--- src/hw/vps_pkg.sv ---
// Package with the constants and types of the voltage PWM scaling block.
package vps_pkg;

   // Register offsets on the plain register port.
   localparam logic [7:0] ADDR_CTRL = 8'h00;
   localparam logic [7:0] ADDR_FIXED = 8'h04;
   localparam logic [7:0] ADDR_SW_VEL = 8'h08;
   localparam logic [7:0] ADDR_HI_VEL = 8'h0C;
   localparam logic [7:0] ADDR_STATUS = 8'h10;
   localparam logic [7:0] ADDR_INT_ST = 8'h14;
   localparam logic [7:0] ADDR_INT_MASK = 8'h18;

   // Control register field positions.
   localparam int CTRL_AUTO_BIT = 0;
   localparam int CTRL_GAIN_LSB = 1;
   localparam int CTRL_RATE_LSB = 5;

   // Status register field positions.
   localparam int STAT_SCALE_LSB = 0;
   localparam int STAT_VOLT_BIT = 8;
   localparam int STAT_OPEN_A_BIT = 9;
   localparam int STAT_OPEN_B_BIT = 10;
   localparam int STAT_MODE_LSB = 11;

   // Interrupt status and mask bit positions.
   localparam int INT_OPEN_A = 0;
   localparam int INT_OPEN_B = 1;
   localparam int INT_MODE = 2;

   // Reset values.
   localparam logic RST_AUTO = 1'b0;
   localparam logic [3:0] RST_GAIN = 4'h0;
   localparam logic [1:0] RST_RATE = 2'h0;
   localparam logic [7:0] RST_FIXED = 8'h80;
   localparam logic [22:0] RST_SW_VEL = 23'h00_0000;
   localparam logic [22:0] RST_HI_VEL = 23'h7F_FFFF;

   // Sine table peak and the full steps allowed without reaching full current.
   localparam logic [7:0] SINE_PEAK = 8'hF8;
   localparam logic [2:0] FAIL_STEPS = 3'h4;

   // Double-period lengths in clocks for the four chopper rate settings.
   localparam logic [10:0] PER_RATE0 = 11'h400;
   localparam logic [10:0] PER_RATE1 = 11'h2AB;
   localparam logic [10:0] PER_RATE2 = 11'h200;
   localparam logic [10:0] PER_RATE3 = 11'h19A;

   // Chopper selection of the coil drive.
   typedef enum logic [1:0] {
      MODE_OFF,
      MODE_VOLT,
      MODE_CURRENT
   } vps_mode_t;

endpackage

--- src/hw/vps_pwm_if.sv ---
// Interface between the core and its chopper period timer.
`timescale 1ns/100ps
interface vps_pwm_if;
   logic [1:0] rate_sel;
   logic tick;

   modport timer (input rate_sel, output tick);
   modport core (output rate_sel, input tick);
endinterface

--- src/hw/vps_top.sv ---
// Voltage PWM amplitude scaling, chopper mode switch and open-load flags.
//
// Design decisions made here: the register offsets and the strobed register port.
`timescale 1ns/100ps
// Operation
// Without autoscale, amplitude equals the fixed amplitude setting unchanged.
// Scale multiplies a sine of peak 248/256, so voltage is supply*scale/264.
// Voltage chopper below switch velocity, current chopper above it.
// Host sets both velocity limits above ramp top for voltage-only use.
// Regulated amplitude is frozen outside voltage mode and resumed later.
// Host keeps the motor still when first enabling regulated voltage mode.
// Host should wait at least 128 chopper periods at standstill.
// After stall or short, host clears flags and restarts from zero.
// Per-coil open flag shows whether nominal current is reachable.
// An interrupted coil keeps its open flag continuously set.
// Both open flags set when full current missed over recent full steps.
// Gain above 1 measures only the larger-target coil.
// Host should test open load before entering voltage mode.
// The regulated amplitude is readable by software.
// Voltage mode only below the lower of the two velocity limits.
// Gain 0 disables voltage mode; 1 to 15 set the loop gradient.
// Chopper rate select divides the clock by 2/1024, 2/683, 2/512, 2/410.
module vps_top (
   input wire logic clk_i,
   input wire logic reset_n_i,
   input wire logic ce_i,
   input wire logic [7:0] addr_i,
   input wire logic [31:0] wr_data_i,
   input wire logic wr_i,
   input wire logic rd_i,
   input wire logic [22:0] velocity_i,
   input wire logic [7:0] target_a_i,
   input wire logic [7:0] target_b_i,
   input wire logic [7:0] meas_a_i,
   input wire logic [7:0] meas_b_i,
   input wire logic [7:0] sine_a_i,
   input wire logic [7:0] sine_b_i,
   input wire logic fullstep_i,
   output logic [31:0] rd_data_o,
   output logic [7:0] pwm_scale_o,
   output logic [7:0] duty_a_o,
   output logic [7:0] duty_b_o,
   output logic volt_mode_o,
   output logic coil_a_open_flag_o,
   output logic coil_b_open_flag_o,
   output logic irq_o
);

   typedef struct packed {
      logic autoscale;
      logic [3:0] regulation_gain;
      logic [1:0] chop_rate_select;
      logic [7:0] fixed_amplitude_setting;
      logic [22:0] chopper_switch_velocity;
      logic [22:0] upper_velocity_limit;
      logic [2:0] int_st;
      logic [2:0] int_mask;
      logic [7:0] scale;
      vps_pkg::vps_mode_t mode;
      logic volt;
      logic open_a;
      logic open_b;
      logic reached;
      logic [2:0] fail_cnt;
      logic [7:0] duty_a;
      logic [7:0] duty_b;
      logic [31:0] rdata;
      logic irq;
   } vps_state_t;

   vps_state_t q_reg;
   vps_state_t q_next;
   logic [1:0] rst_sync_reg;
   logic rst_n;

   // Release the asynchronous reset through two flip-flops.
   always_ff @(posedge clk_i or negedge reset_n_i) begin
      if (!reset_n_i) begin
         rst_sync_reg <= 2'b00;
      end else begin
         rst_sync_reg <= {rst_sync_reg[0], 1'b1};
      end
   end
   assign rst_n = rst_sync_reg[1];

   vps_pwm_if pwm_link ();

   vps_pwm_timer u_timer (
      .clk_i(clk_i),
      .rst_n_i(rst_n),
      .ce_i(ce_i),
      .pwm(pwm_link.timer)
   );

   assign pwm_link.rate_sel = q_reg.chop_rate_select;

   // Apply the amplitude scale to a sine value clamped to the table peak.
   function automatic logic [7:0] scale_sine(input logic [7:0] s, input logic [7:0] sc);
      logic [7:0] c;
      logic [15:0] p;
      c = (s > vps_pkg::SINE_PEAK) ? vps_pkg::SINE_PEAK : s;
      p = c * sc;
      scale_sine = p[15:8];
   endfunction

   // Saturating add of a signed step onto an unsigned 8-bit amplitude.
   function automatic logic [7:0] sat_add(input logic [7:0] a, input logic signed [13:0] d);
      logic signed [14:0] r;
      r = $signed({7'd0, a}) + 15'(d);
      if (r < 0) begin
         sat_add = 8'h00;
      end else if (r > 15'sd255) begin
         sat_add = 8'hFF;
      end else begin
         sat_add = r[7:0];
      end
   endfunction

   logic [22:0] vlim;
   logic [8:0] reg_tgt;
   logic [8:0] reg_meas;
   logic signed [9:0] err;
   logic signed [13:0] step;
   logic reach_a;
   logic reach_b;
   logic volt_now;
   logic [2:0] events;

   // Mode switch, regulator, open-load flags, register port and interrupt.
   always_comb begin
      q_next = q_reg;
      q_next.rdata = 32'h0000_0000;
      events = 3'b000;

      // The lower velocity limit bounds voltage mode.
      vlim = (q_reg.chopper_switch_velocity < q_reg.upper_velocity_limit) ?
             q_reg.chopper_switch_velocity : q_reg.upper_velocity_limit;
      if (q_reg.regulation_gain == 4'h0) begin
         q_next.mode = vps_pkg::MODE_OFF;
      end else if (velocity_i < vlim) begin
         q_next.mode = vps_pkg::MODE_VOLT;
      end else begin
         q_next.mode = vps_pkg::MODE_CURRENT;
      end
      // Registered copy of the mode decode so that the pin comes from a flip-flop.
      q_next.volt = (q_next.mode == vps_pkg::MODE_VOLT);
      volt_now = (q_reg.mode == vps_pkg::MODE_VOLT);

      // Gain above 1 regulates on the coil with the larger target only.
      if (q_reg.regulation_gain > 4'h1) begin
         if (target_a_i >= target_b_i) begin
            reg_tgt = {1'b0, target_a_i};
            reg_meas = {1'b0, meas_a_i};
         end else begin
            reg_tgt = {1'b0, target_b_i};
            reg_meas = {1'b0, meas_b_i};
         end
      end else begin
         reg_tgt = ({1'b0, target_a_i} + {1'b0, target_b_i}) >> 1;
         reg_meas = ({1'b0, meas_a_i} + {1'b0, meas_b_i}) >> 1;
      end
      err = $signed({1'b0, reg_tgt}) - $signed({1'b0, reg_meas});
      step = (14'(err) * $signed({10'd0, q_reg.regulation_gain})) >>> 4;
      if (step == 14'sd0 && err != 10'sd0) begin
         step = (err < 0) ? -14'sd1 : 14'sd1;
      end

      // Fixed scaling copies the setting; autoscale only moves in voltage mode.
      if (!q_reg.autoscale) begin
         q_next.scale = q_reg.fixed_amplitude_setting;
      end else if (volt_now && pwm_link.tick && reg_tgt != 9'd0) begin
         q_next.scale = sat_add(q_reg.scale, step);
      end
      // Outside voltage mode the regulated value simply stays put.

      q_next.duty_a = scale_sine(sine_a_i, q_reg.scale);
      q_next.duty_b = scale_sine(sine_b_i, q_reg.scale);

      // Each chopper period in voltage mode tells whether each coil reaches its nominal current.
      reach_a = (meas_a_i >= target_a_i);
      reach_b = (meas_b_i >= target_b_i);
      if (volt_now && pwm_link.tick) begin
         q_next.open_a = !reach_a;
         q_next.open_b = !reach_b;
         if (reg_meas >= reg_tgt) begin
            q_next.reached = 1'b1;
         end
      end
      if (volt_now && fullstep_i) begin
         q_next.reached = 1'b0;
         if (q_reg.reached) begin
            q_next.fail_cnt = 3'd0;
         end else if (q_reg.fail_cnt != vps_pkg::FAIL_STEPS) begin
            q_next.fail_cnt = q_reg.fail_cnt + 3'd1;
         end
      end
      if (!volt_now) begin
         q_next.fail_cnt = 3'd0;
         q_next.open_a = 1'b0;
         q_next.open_b = 1'b0;
      end else if (q_reg.fail_cnt == vps_pkg::FAIL_STEPS) begin
         q_next.open_a = 1'b1;
         q_next.open_b = 1'b1;
      end

      events[vps_pkg::INT_OPEN_A] = q_next.open_a && !q_reg.open_a;
      events[vps_pkg::INT_OPEN_B] = q_next.open_b && !q_reg.open_b;
      events[vps_pkg::INT_MODE] = (q_next.mode != q_reg.mode);

      // Register writes; a write of one clears a status bit.
      if (wr_i) begin
         case (addr_i)
            vps_pkg::ADDR_CTRL: begin
               q_next.autoscale = wr_data_i[vps_pkg::CTRL_AUTO_BIT];
               q_next.regulation_gain = wr_data_i[vps_pkg::CTRL_GAIN_LSB +: 4];
               q_next.chop_rate_select = wr_data_i[vps_pkg::CTRL_RATE_LSB +: 2];
            end
            vps_pkg::ADDR_FIXED: q_next.fixed_amplitude_setting = wr_data_i[7:0];
            vps_pkg::ADDR_SW_VEL: q_next.chopper_switch_velocity = wr_data_i[22:0];
            vps_pkg::ADDR_HI_VEL: q_next.upper_velocity_limit = wr_data_i[22:0];
            vps_pkg::ADDR_INT_ST: q_next.int_st = q_reg.int_st & ~wr_data_i[2:0];
            vps_pkg::ADDR_INT_MASK: q_next.int_mask = wr_data_i[2:0];
            default: q_next.int_mask = q_next.int_mask;
         endcase
      end
      // A new event wins over a clear in the same cycle.
      q_next.int_st = q_next.int_st | events;
      q_next.irq = |(q_next.int_st & q_next.int_mask);

      // Read data appear in the cycle after the strobe; unmapped reads give zero.
      if (rd_i) begin
         case (addr_i)
            vps_pkg::ADDR_CTRL: begin
               q_next.rdata[vps_pkg::CTRL_AUTO_BIT] = q_reg.autoscale;
               q_next.rdata[vps_pkg::CTRL_GAIN_LSB +: 4] = q_reg.regulation_gain;
               q_next.rdata[vps_pkg::CTRL_RATE_LSB +: 2] = q_reg.chop_rate_select;
            end
            vps_pkg::ADDR_FIXED: q_next.rdata[7:0] = q_reg.fixed_amplitude_setting;
            vps_pkg::ADDR_SW_VEL: q_next.rdata[22:0] = q_reg.chopper_switch_velocity;
            vps_pkg::ADDR_HI_VEL: q_next.rdata[22:0] = q_reg.upper_velocity_limit;
            vps_pkg::ADDR_STATUS: begin
               q_next.rdata[vps_pkg::STAT_SCALE_LSB +: 8] = q_reg.scale;
               q_next.rdata[vps_pkg::STAT_VOLT_BIT] = volt_now;
               q_next.rdata[vps_pkg::STAT_OPEN_A_BIT] = q_reg.open_a;
               q_next.rdata[vps_pkg::STAT_OPEN_B_BIT] = q_reg.open_b;
               q_next.rdata[vps_pkg::STAT_MODE_LSB +: 2] = q_reg.mode;
            end
            vps_pkg::ADDR_INT_ST: q_next.rdata[2:0] = q_reg.int_st;
            vps_pkg::ADDR_INT_MASK: q_next.rdata[2:0] = q_reg.int_mask;
            default: q_next.rdata = 32'h0000_0000;
         endcase
      end
   end

   // One register for all state except the reset synchronizer; clock enable low freezes it.
   always_ff @(posedge clk_i or negedge rst_n) begin
      if (!rst_n) begin
         q_reg <= '0;
         q_reg.autoscale <= vps_pkg::RST_AUTO;
         q_reg.regulation_gain <= vps_pkg::RST_GAIN;
         q_reg.chop_rate_select <= vps_pkg::RST_RATE;
         q_reg.fixed_amplitude_setting <= vps_pkg::RST_FIXED;
         q_reg.chopper_switch_velocity <= vps_pkg::RST_SW_VEL;
         q_reg.upper_velocity_limit <= vps_pkg::RST_HI_VEL;
         q_reg.mode <= vps_pkg::MODE_OFF;
      end else if (ce_i) begin
         q_reg <= q_next;
      end
   end

   assign rd_data_o = q_reg.rdata;
   assign pwm_scale_o = q_reg.scale;
   assign duty_a_o = q_reg.duty_a;
   assign duty_b_o = q_reg.duty_b;
   assign volt_mode_o = q_reg.volt;
   assign coil_a_open_flag_o = q_reg.open_a;
   assign coil_b_open_flag_o = q_reg.open_b;
   assign irq_o = q_reg.irq;

   a_fixed_amp: assert property (@(posedge clk_i) disable iff (!rst_n)
      (ce_i && !q_reg.autoscale) |=> pwm_scale_o == $past(q_reg.fixed_amplitude_setting))
      else $error("fixed amplitude not applied");

   a_duty_peak: assert property (@(posedge clk_i) disable iff (!rst_n)
      (ce_i && sine_a_i == 8'hFF) |=> duty_a_o == 8'((16'(vps_pkg::SINE_PEAK)
         * 16'($past(pwm_scale_o))) >> 8))
      else $error("sine peak scaling wrong");

   a_mode_above: assert property (@(posedge clk_i) disable iff (!rst_n)
      (ce_i && velocity_i >= q_reg.chopper_switch_velocity) |=> !volt_mode_o)
      else $error("voltage mode above switch velocity");

   a_mode_limit: assert property (@(posedge clk_i) disable iff (!rst_n)
      (ce_i && q_reg.regulation_gain != 4'h0 && velocity_i < q_reg.chopper_switch_velocity
         && velocity_i < q_reg.upper_velocity_limit) |=> volt_mode_o)
      else $error("voltage mode missing below limits");

   a_scale_freeze: assert property (@(posedge clk_i) disable iff (!rst_n)
      (ce_i && q_reg.autoscale && !volt_mode_o && !(wr_i && addr_i == vps_pkg::ADDR_CTRL))
      |=> $stable(pwm_scale_o))
      else $error("regulated amplitude moved outside voltage mode");

   a_gain_zero: assert property (@(posedge clk_i) disable iff (!rst_n)
      (ce_i && q_reg.regulation_gain == 4'h0) |=> q_reg.mode == vps_pkg::MODE_OFF)
      else $error("voltage mode with zero gain");

   a_open_coil: assert property (@(posedge clk_i) disable iff (!rst_n)
      (ce_i && volt_mode_o && pwm_link.tick && meas_a_i < target_a_i) |=> coil_a_open_flag_o)
      else $error("open coil not flagged");

   a_open_both: assert property (@(posedge clk_i) disable iff (!rst_n)
      (ce_i && volt_mode_o && q_reg.fail_cnt == vps_pkg::FAIL_STEPS)
      |=> coil_a_open_flag_o && coil_b_open_flag_o)
      else $error("both open flags not set");

   a_scale_read: assert property (@(posedge clk_i) disable iff (!rst_n)
      (ce_i && rd_i && addr_i == vps_pkg::ADDR_STATUS) |=> rd_data_o[7:0] == $past(pwm_scale_o))
      else $error("amplitude readback wrong");

endmodule

--- src/hw/vps_pwm_timer.sv ---
// Chopper period timer: one tick per voltage PWM period.
`timescale 1ns/100ps
module vps_pwm_timer (
   input wire logic clk_i,
   input wire logic rst_n_i,
   input wire logic ce_i,
   vps_pwm_if.timer pwm
);

   typedef struct packed {
      logic [9:0] cnt;
      logic tick;
   } vps_timer_state_t;

   vps_timer_state_t q_reg;
   vps_timer_state_t q_next;

   // Map the rate setting to a double-period length in clocks.
   function automatic logic [10:0] double_period(input logic [1:0] sel);
      case (sel)
         2'd0: double_period = vps_pkg::PER_RATE0;
         2'd1: double_period = vps_pkg::PER_RATE1;
         2'd2: double_period = vps_pkg::PER_RATE2;
         default: double_period = vps_pkg::PER_RATE3;
      endcase
   endfunction

   logic [10:0] dper;

   // Two ticks per double period give the odd divider 683 its 2/683 rate.
   always_comb begin
      dper = double_period(pwm.rate_sel);
      q_next = q_reg;
      q_next.tick = 1'b0;
      if ({1'b0, q_reg.cnt} >= dper - 11'd1) begin
         q_next.cnt = 10'd0;
         q_next.tick = 1'b1;
      end else begin
         q_next.cnt = q_reg.cnt + 10'd1;
         if ({1'b0, q_reg.cnt} == (dper >> 1) - 11'd1) begin
            q_next.tick = 1'b1;
         end
      end
   end

   // Clock enable low freezes the counter and holds the tick.
   always_ff @(posedge clk_i or negedge rst_n_i) begin
      if (!rst_n_i) begin
         q_reg <= '0;
      end else if (ce_i) begin
         q_reg <= q_next;
      end
   end

   assign pwm.tick = q_reg.tick;

   // Ticks are never adjacent while the rate setting holds, since the shortest half period is 205 clocks.
   a_tick_spacing: assert property (@(posedge clk_i) disable iff (!rst_n_i)
      (q_reg.tick && ce_i) |=> !q_reg.tick)
      else $error("chopper ticks too close");

endmodule

--- config.mk ---
export PLATFORM = sky130hd
export DESIGN_NAME = vps_top
export DESIGN_NICKNAME = d
export VERILOG_FILES = /design/src/hw/vps_pkg.sv /design/src/hw/vps_pwm_if.sv /design/src/hw/vps_top.sv /design/src/hw/vps_pwm_timer.sv
export SDC_FILE = /design/constraint.sdc
export NUM_CORES = 1
export LEC_CHECK = 0
export ABC_AREA = 1
export BUFFER_PORTS_ARGS = -buffer_cell sky130_fd_sc_hd__clkbuf_2
export CAP_MARGIN = 10
export CORE_ASPECT_RATIO = 1.1
export CORE_MARGIN = 10
export CORE_UTILIZATION = 55
export DETAILED_ROUTE_END_ITERATION = 12
export GPL_ROUTABILITY_DRIVEN = 0
export GPL_TIMING_DRIVEN = 0
export PLACE_DENSITY = 0.79
export SKIP_LAST_GASP = 1
export SLEW_MARGIN = 20
export SYNTH_ARGS = -nofsm -noshare
export SYNTH_HDL_FRONTEND = slang
export SYNTH_SLANG_ARGS = --single-unit
--- constraint.sdc ---
create_clock -name clk_i -period 3.9 [get_ports clk_i]
set_input_delay 0.78 -clock clk_i [delete_from_list [all_inputs] [get_ports clk_i]]
set_output_delay 0.78 -clock clk_i [all_outputs]
set_load 0.02 [all_outputs]
Yosys cells after proc, flatten, opt, wreduce, memory -nomap -nowiden
Index checks and enable logic that the tools add are counted.

Mux-type cells: 35. Order comparisons: 13. Bitwise operators: 4. Equal/unequal tests: 17. $add $sub $neg: 8. Multiply operators: 3. Reduce and logical (&&, ||, !) cells: 26.

Operators with widths (count): 2-to-1 mux 8 bit (8); < comparator 23 bit (2); 2-to-1 mux 23 bit (2); one-hot mux 11 bit (3 select lines) (1); multiplier 8 x 8 -> 16 bit (2); 2-to-1 mux 14 bit (2); == test 8 x 5 -> 1 bit (second input constant) (3); >= comparator 8 bit (3); one-hot mux 3 bit (7 select lines) (1); one-hot mux 10 bit (2 select lines) (1); one-hot mux 4 bit (5 select lines) (1); adder 8 x 8 -> 9 bit (2); 2-to-1 mux 3 bit (6); 2-to-1 mux 9 bit (2); AND reduction 3 bit (6); == test 8 x 4 -> 1 bit (second input constant) (2); > comparator 8 bit (second input constant) (2); adder 9 x 14 -> 15 bit (1); > comparator 15 x 9 -> 1 bit (second input constant) (1); < comparator 15 x 1 -> 1 bit (second input constant) (1); one-hot mux 5 bit (3 select lines) (1); zero test 14 bit (1); multiplier 10 x 5 -> 14 bit (1); == test 10 x 11 -> 1 bit (1); 36 further kinds (53).

Logic and storage cells: 128. Bits in registers: 146. Output and inout port bits: 60. Bits of input ports: 117.

Depth between registers and ports, before layout
Depth after elaboration: 14. Mapped depth: 61.

By module
Synthesis repeated with hierarchy kept, for this count alone.

Cells, all modules: 2259. Area, all modules: 16284.4 µm².

By module, submodules not included: vps_top (cells each 2103, instances 1, area an instance 15159.5 µm², sequential area each 3158.0 µm²); vps_pwm_timer (cells each 156, instances 1, area an instance 1124.8 µm², sequential area each 275.3 µm²).

Worst setup path after synthesis
OpenSTA, ideal clock, no wires.

Path kind: input to register. Start point: in target_b_i[5]. End point: reg q_reg (netlist bit pwm_scale_o[2]). Setup slack: -4694 ps. Cell stages on the path: 50. Arrival time: 8472 ps. Library setup time: 122 ps. Cells stage by stage: inv_1 -> ha_1 -> a21oi_1 -> nor2_1 -> nor2_1 -> nand2_2 -> buf_6 -> clkbuf_1 -> nand2_1 -> o211ai_1 -> o21ai_0 -> inv_1 -> ha_1 -> fa_1 -> nand3b_1 -> nand3_1 -> nand2_1 -> o21ai_0 -> (+14 left out) -> nand2_2 -> buf_6 -> nand2_1 -> ha_1 -> inv_1 -> fa_1 -> o21ai_0 -> a21oi_1 -> o21bai_1 -> nand2_1 -> nand2_1 -> a21oi_1 -> a21oi_1 -> nand3_1 -> nand2_4 -> nand3_1 -> nand2_1 -> a21oi_2.

Word-level cells in the longest chain between the ends: 14. Elaborated cells between the ends (all ways): 25. Those cells by class: add/sub (3); mul (1); order compare (4); eq/ne (1); mux (10); reduce/logical (6).

RTL lines: start: declaration (line vps_top.sv:33) `input wire logic [7:0] target_b_i,`; >= comparator 8 bit (line vps_top.sv:151) `if (target_a_i >= target_b_i) begin`; 2-to-1 mux 8 bit (line vps_top.sv:151); 2-to-1 mux 9 bit (line vps_top.sv:150) `if (q_reg.regulation_gain > 4'h1) begin`; subtractor 9 x 9 -> 10 bit (line vps_top.sv:162) `err = $signed({1'b0, reg_tgt}) - $signed({1'b0, reg_meas});`; multiplier 10 x 5 -> 14 bit (line vps_top.sv:163) `step = (14'(err) * $signed({10'd0, q_reg.regulation_gain})) >>> 4;`; zero test 14 bit (line vps_top.sv:164) `if (step == 14'sd0 && err != 10'sd0) begin`; logical AND 1 bit (line vps_top.sv:164); 2-to-1 mux 14 bit (line vps_top.sv:164); adder 9 x 14 -> 15 bit (line vps_top.sv:109) `r = $signed({7'd0, a}) + 15'(d);`; > comparator 15 x 9 -> 1 bit (line vps_top.sv:112) `end else if (r > 15'sd255) begin`; 2-to-1 mux 8 bit (line vps_top.sv:112); 2-to-1 mux 8 bit (line vps_top.sv:110) `if (r < 0) begin`; 2-to-1 mux 8 bit (line vps_top.sv:171) `end else if (volt_now && pwm_link.tick && reg_tgt != 9'd0) begin`; 2-to-1 mux 8 bit (line vps_top.sv:169) `if (!q_reg.autoscale) begin`; end signal: assignment (line vps_top.sv:267) `q_reg <= q_next;`; end: declaration (line vps_top.sv:71) `vps_state_t q_reg;`.

Several ways; a longest one is shown, not always the timed one. The select of a mux whose other input is x is not followed. A chain may end at the register's enable or synchronous reset.

Worst setup path in the final report
Start point: in target_b_i[3]. End point: reg q_reg (netlist bit pwm_scale_o[7]).

The elaborated chain is that of the path after synthesis.

==> metrics.txt <==
Hold WS=0.112 ns; status=complete, but fails checks; reg2reg setup slack=-4.31 ns; Global Route Usage Sum=25.3%; die width=between 150 and 200 um; CP Launch Type=input pin; layout cells sized above 1=28.1%; leading post-synthesis cells by cell area=dfrtp_1 (18%), ha_1 (17%), fa_1 (12%), nand2_1 (11%), inv_1 (8.9%); Max Fclk=around 0.12 GHz; crit path time final=8.32 ns; failing checks=setup timing; final instance area=~20000 um^2; clock share of power=between 10% and 20%; setup ws final=-4.42 ns; cell family with most CP delay=adder cells; Lkg Pwr=approximately 10 nW; Final nets=about 2800; Synth Cell Area=approximately 16000 um^2; Final Skew=about 0.014 ns; met3 usage=4.01%; H-tree Lvls=4; Clock Root Buffer=clkbuf_16; Row Count=64; met2 usage=around 45%; via count=about 16000; Final Max Tran Viols=0; Synth Flop Type=dfrtp_1; Via density=5.65; CTS tree=done; die height=about 200 um; Arrival @ worst endpoint=~8.6 ns; Final setup viols=24; power density over the cells=408 nW/um^2; routed len/inst=18.0 um; CTS Buf Count=17; Internal Power=around 4.7 mW; Core ar.=roughly 28000 um^2; Initial DRT Pass Iterations=6; Post-Syn Instances=about 2100; synth warn=0; number of synthesized flops with an enable pin=0; most common cell after layout, fill and taps aside=nand2_1; Synth Register Bits=approximately 140; post-route ant nets=0; Seq/Total Area, Yosys=between 20 and 25%; DP HPWL=~36000 um; Skew-Pair Late Insertion Delay=0.44 ns; M1 GR Usage=29.8%; DRT iter0 DRCs=1458; gr ovfl total=0; clock tree sinks=~140; ys async rst share=between 90% and 100%; Sw Pwr=between 3 and 4 mW; clk buf depth=2; Synth Area per Inst=around 7.5 um^2; Final TNS setup=-46.76 ns; leading area contributor after synthesis=dfrtp_1; CTS clk-pin slew, worst paths=approximately 0.060 ns; Crit Reg-Reg Endpoint=pwm_scale_o[7]$_DFFE_PN0P_; final std cells w/o fill=around 2800; starting density of the core=56.1%; cell mode on critical path=nand2_2; CP required=about 4.2 ns; maxcap violations=0; Placed Area=between 15000 and 20000 um^2; final hold vios=0; most frequent cells in the layout=nand2_1 (401), inv_1 (340), ha_1 (170); DRC=0; largest net degree at the start of global routing=58; port bufs=about 150; Worst Path Max Fanout=8; Critical-path top delay cell=fa_1; Switching Share=between 40% and 50%; Buf/Inv on CP=8; worst slew pin tran=1.04 ns; gr busiest metal=met2; DRT Wirelength=between 40000 and 50000 um; number of global-route vias before repair=approximately 16000; initial antenna violation count=2; Fillers=2049; reg2reg start=q_reg[130]$_DFFE_PN0P_; period utilisation layout=213%; Die ar.=35700 um^2; area grow syn2layout=28.2%; unique cell type count in the Yosys netlist=60; Worst slew margin=29.0%; hold_buf cts=0; share of the synthesized area in the top cell type=17.8%; Comb pwr share=around three fifths; dpl cells=around 2600; worst vdd ir=roughly 0.00028 V; hold crit path type=in -> async; number of flip-flops in the largest register=70; first-pass GRT wire length=between 70000 and 80000 um; CP endpoint kind=flip-flop; Reg power frac=between 20% and 30%; RSZ-0062 raised after global routing=true; CP max stage delay=approximately 0.57 ns; IO Count=approximately 180; cell depth of the worst flop-to-flop path=46; CP Class=in -> reg
## timing repair
item / CTS / global route
endpoints found under the setup margin: 28 / 28
buffers inserted: 73 / 36
gates resized for setup: 137 / 186
pin swaps: 95 / 148
## cell usage after synthesis, drive strengths merged, types with 4 or more instances
library cell / number
nand3: 65
dfrtp: 112
dfstp: 24
o21ai: 169
a211oi: 15
or2: 7
a221oi: 5
nor3: 20
inv: 377
o22ai: 14
o221ai: 4
fa: 92
nor2: 176
clkbuf: 54
a21oi: 96
nand4: 13
nor4: 4
o211ai: 10
o21a: 9
a32oi: 5
a21o: 10
o21bai: 7
xnor2: 18
ha: 215
a31oi: 9
xor2: 22
a22o: 11
nand2: 454
buf: 59
## metal layers
metal	up-vias	share of wire [%]
li1	7242	-
met1	7437	39
met2	744	50
met3	183	6.5
met4	0	4.9
met5	-	0
## layout make-up
class	count	area, um^2	area share, %
Antenna cell	2	5.00	0.0248
Timing Repair Buffer	252	1660	8.25
Multi-Input combinational cell	1483	11600	57.8
Tap cell	363	454	2.25
Sequential cell	136	3440	17.1
Inverter	380	1480	7.35
Buffer	112	871	4.32
Clock inverter	13	145	0.720
Clock buffer	19	443	2.20
## power groups by stage
stage / logic (mW) / registers (mW) / clock network (mW)
after floorplan: 2.66 / 1.68 / 0
after global placement: 3.34 / 1.73 / 0
after detailed placement: 3.49 / 1.71 / 0
after CTS: 4.13 / 1.69 / 1.64
after global routing: 5.32 / 1.71 / 1.69
final: 4.88 / 1.70 / 1.64
## worst max path at each step
stage                  start                    endpoint  slack, ns  depth (start not counted)
6_report       target_b_i[3]  pwm_scale_o[7]$_DFFE_PN0P_      -4.42                         53
5_1_grt        target_a_i[0]  pwm_scale_o[3]$_DFFE_PN0P_      -4.83                         53
4_1_cts        target_b_i[7]  pwm_scale_o[4]$_DFFE_PN0P_      -4.10                         54
3_5_place_dp   target_b_i[2]  pwm_scale_o[7]$_DFFE_PN0P_      -5.18                         52
3_3_place_gp   target_a_i[0]  pwm_scale_o[7]$_DFFE_PN0P_      -4.93                         50
2_1_floorplan  target_a_i[3]  pwm_scale_o[4]$_DFFE_PN0P_      -4.00                         51
## through the flow
stage,setup WS (ns),power (mW),util (%)
floorplan,-4.00,4.34,-
finish,-4.42,8.22,71.9
CTS,-4.10,7.46,68.3
global route,-4.83,8.73,71.9
detailed placement,-5.18,5.20,62.3
global placement,-4.93,5.07,62.1
## kinds of logic after synthesis
group,synth area share [%]
compound gates,14.4
flops,21.8
mux,0.127
other cells,0.0478
fa+ha+maj,28.8
simple gates,19.3
buf+inv,13.2
xor+xnor,2.23
Note: power is estimated with default switching activity, not from simulation.
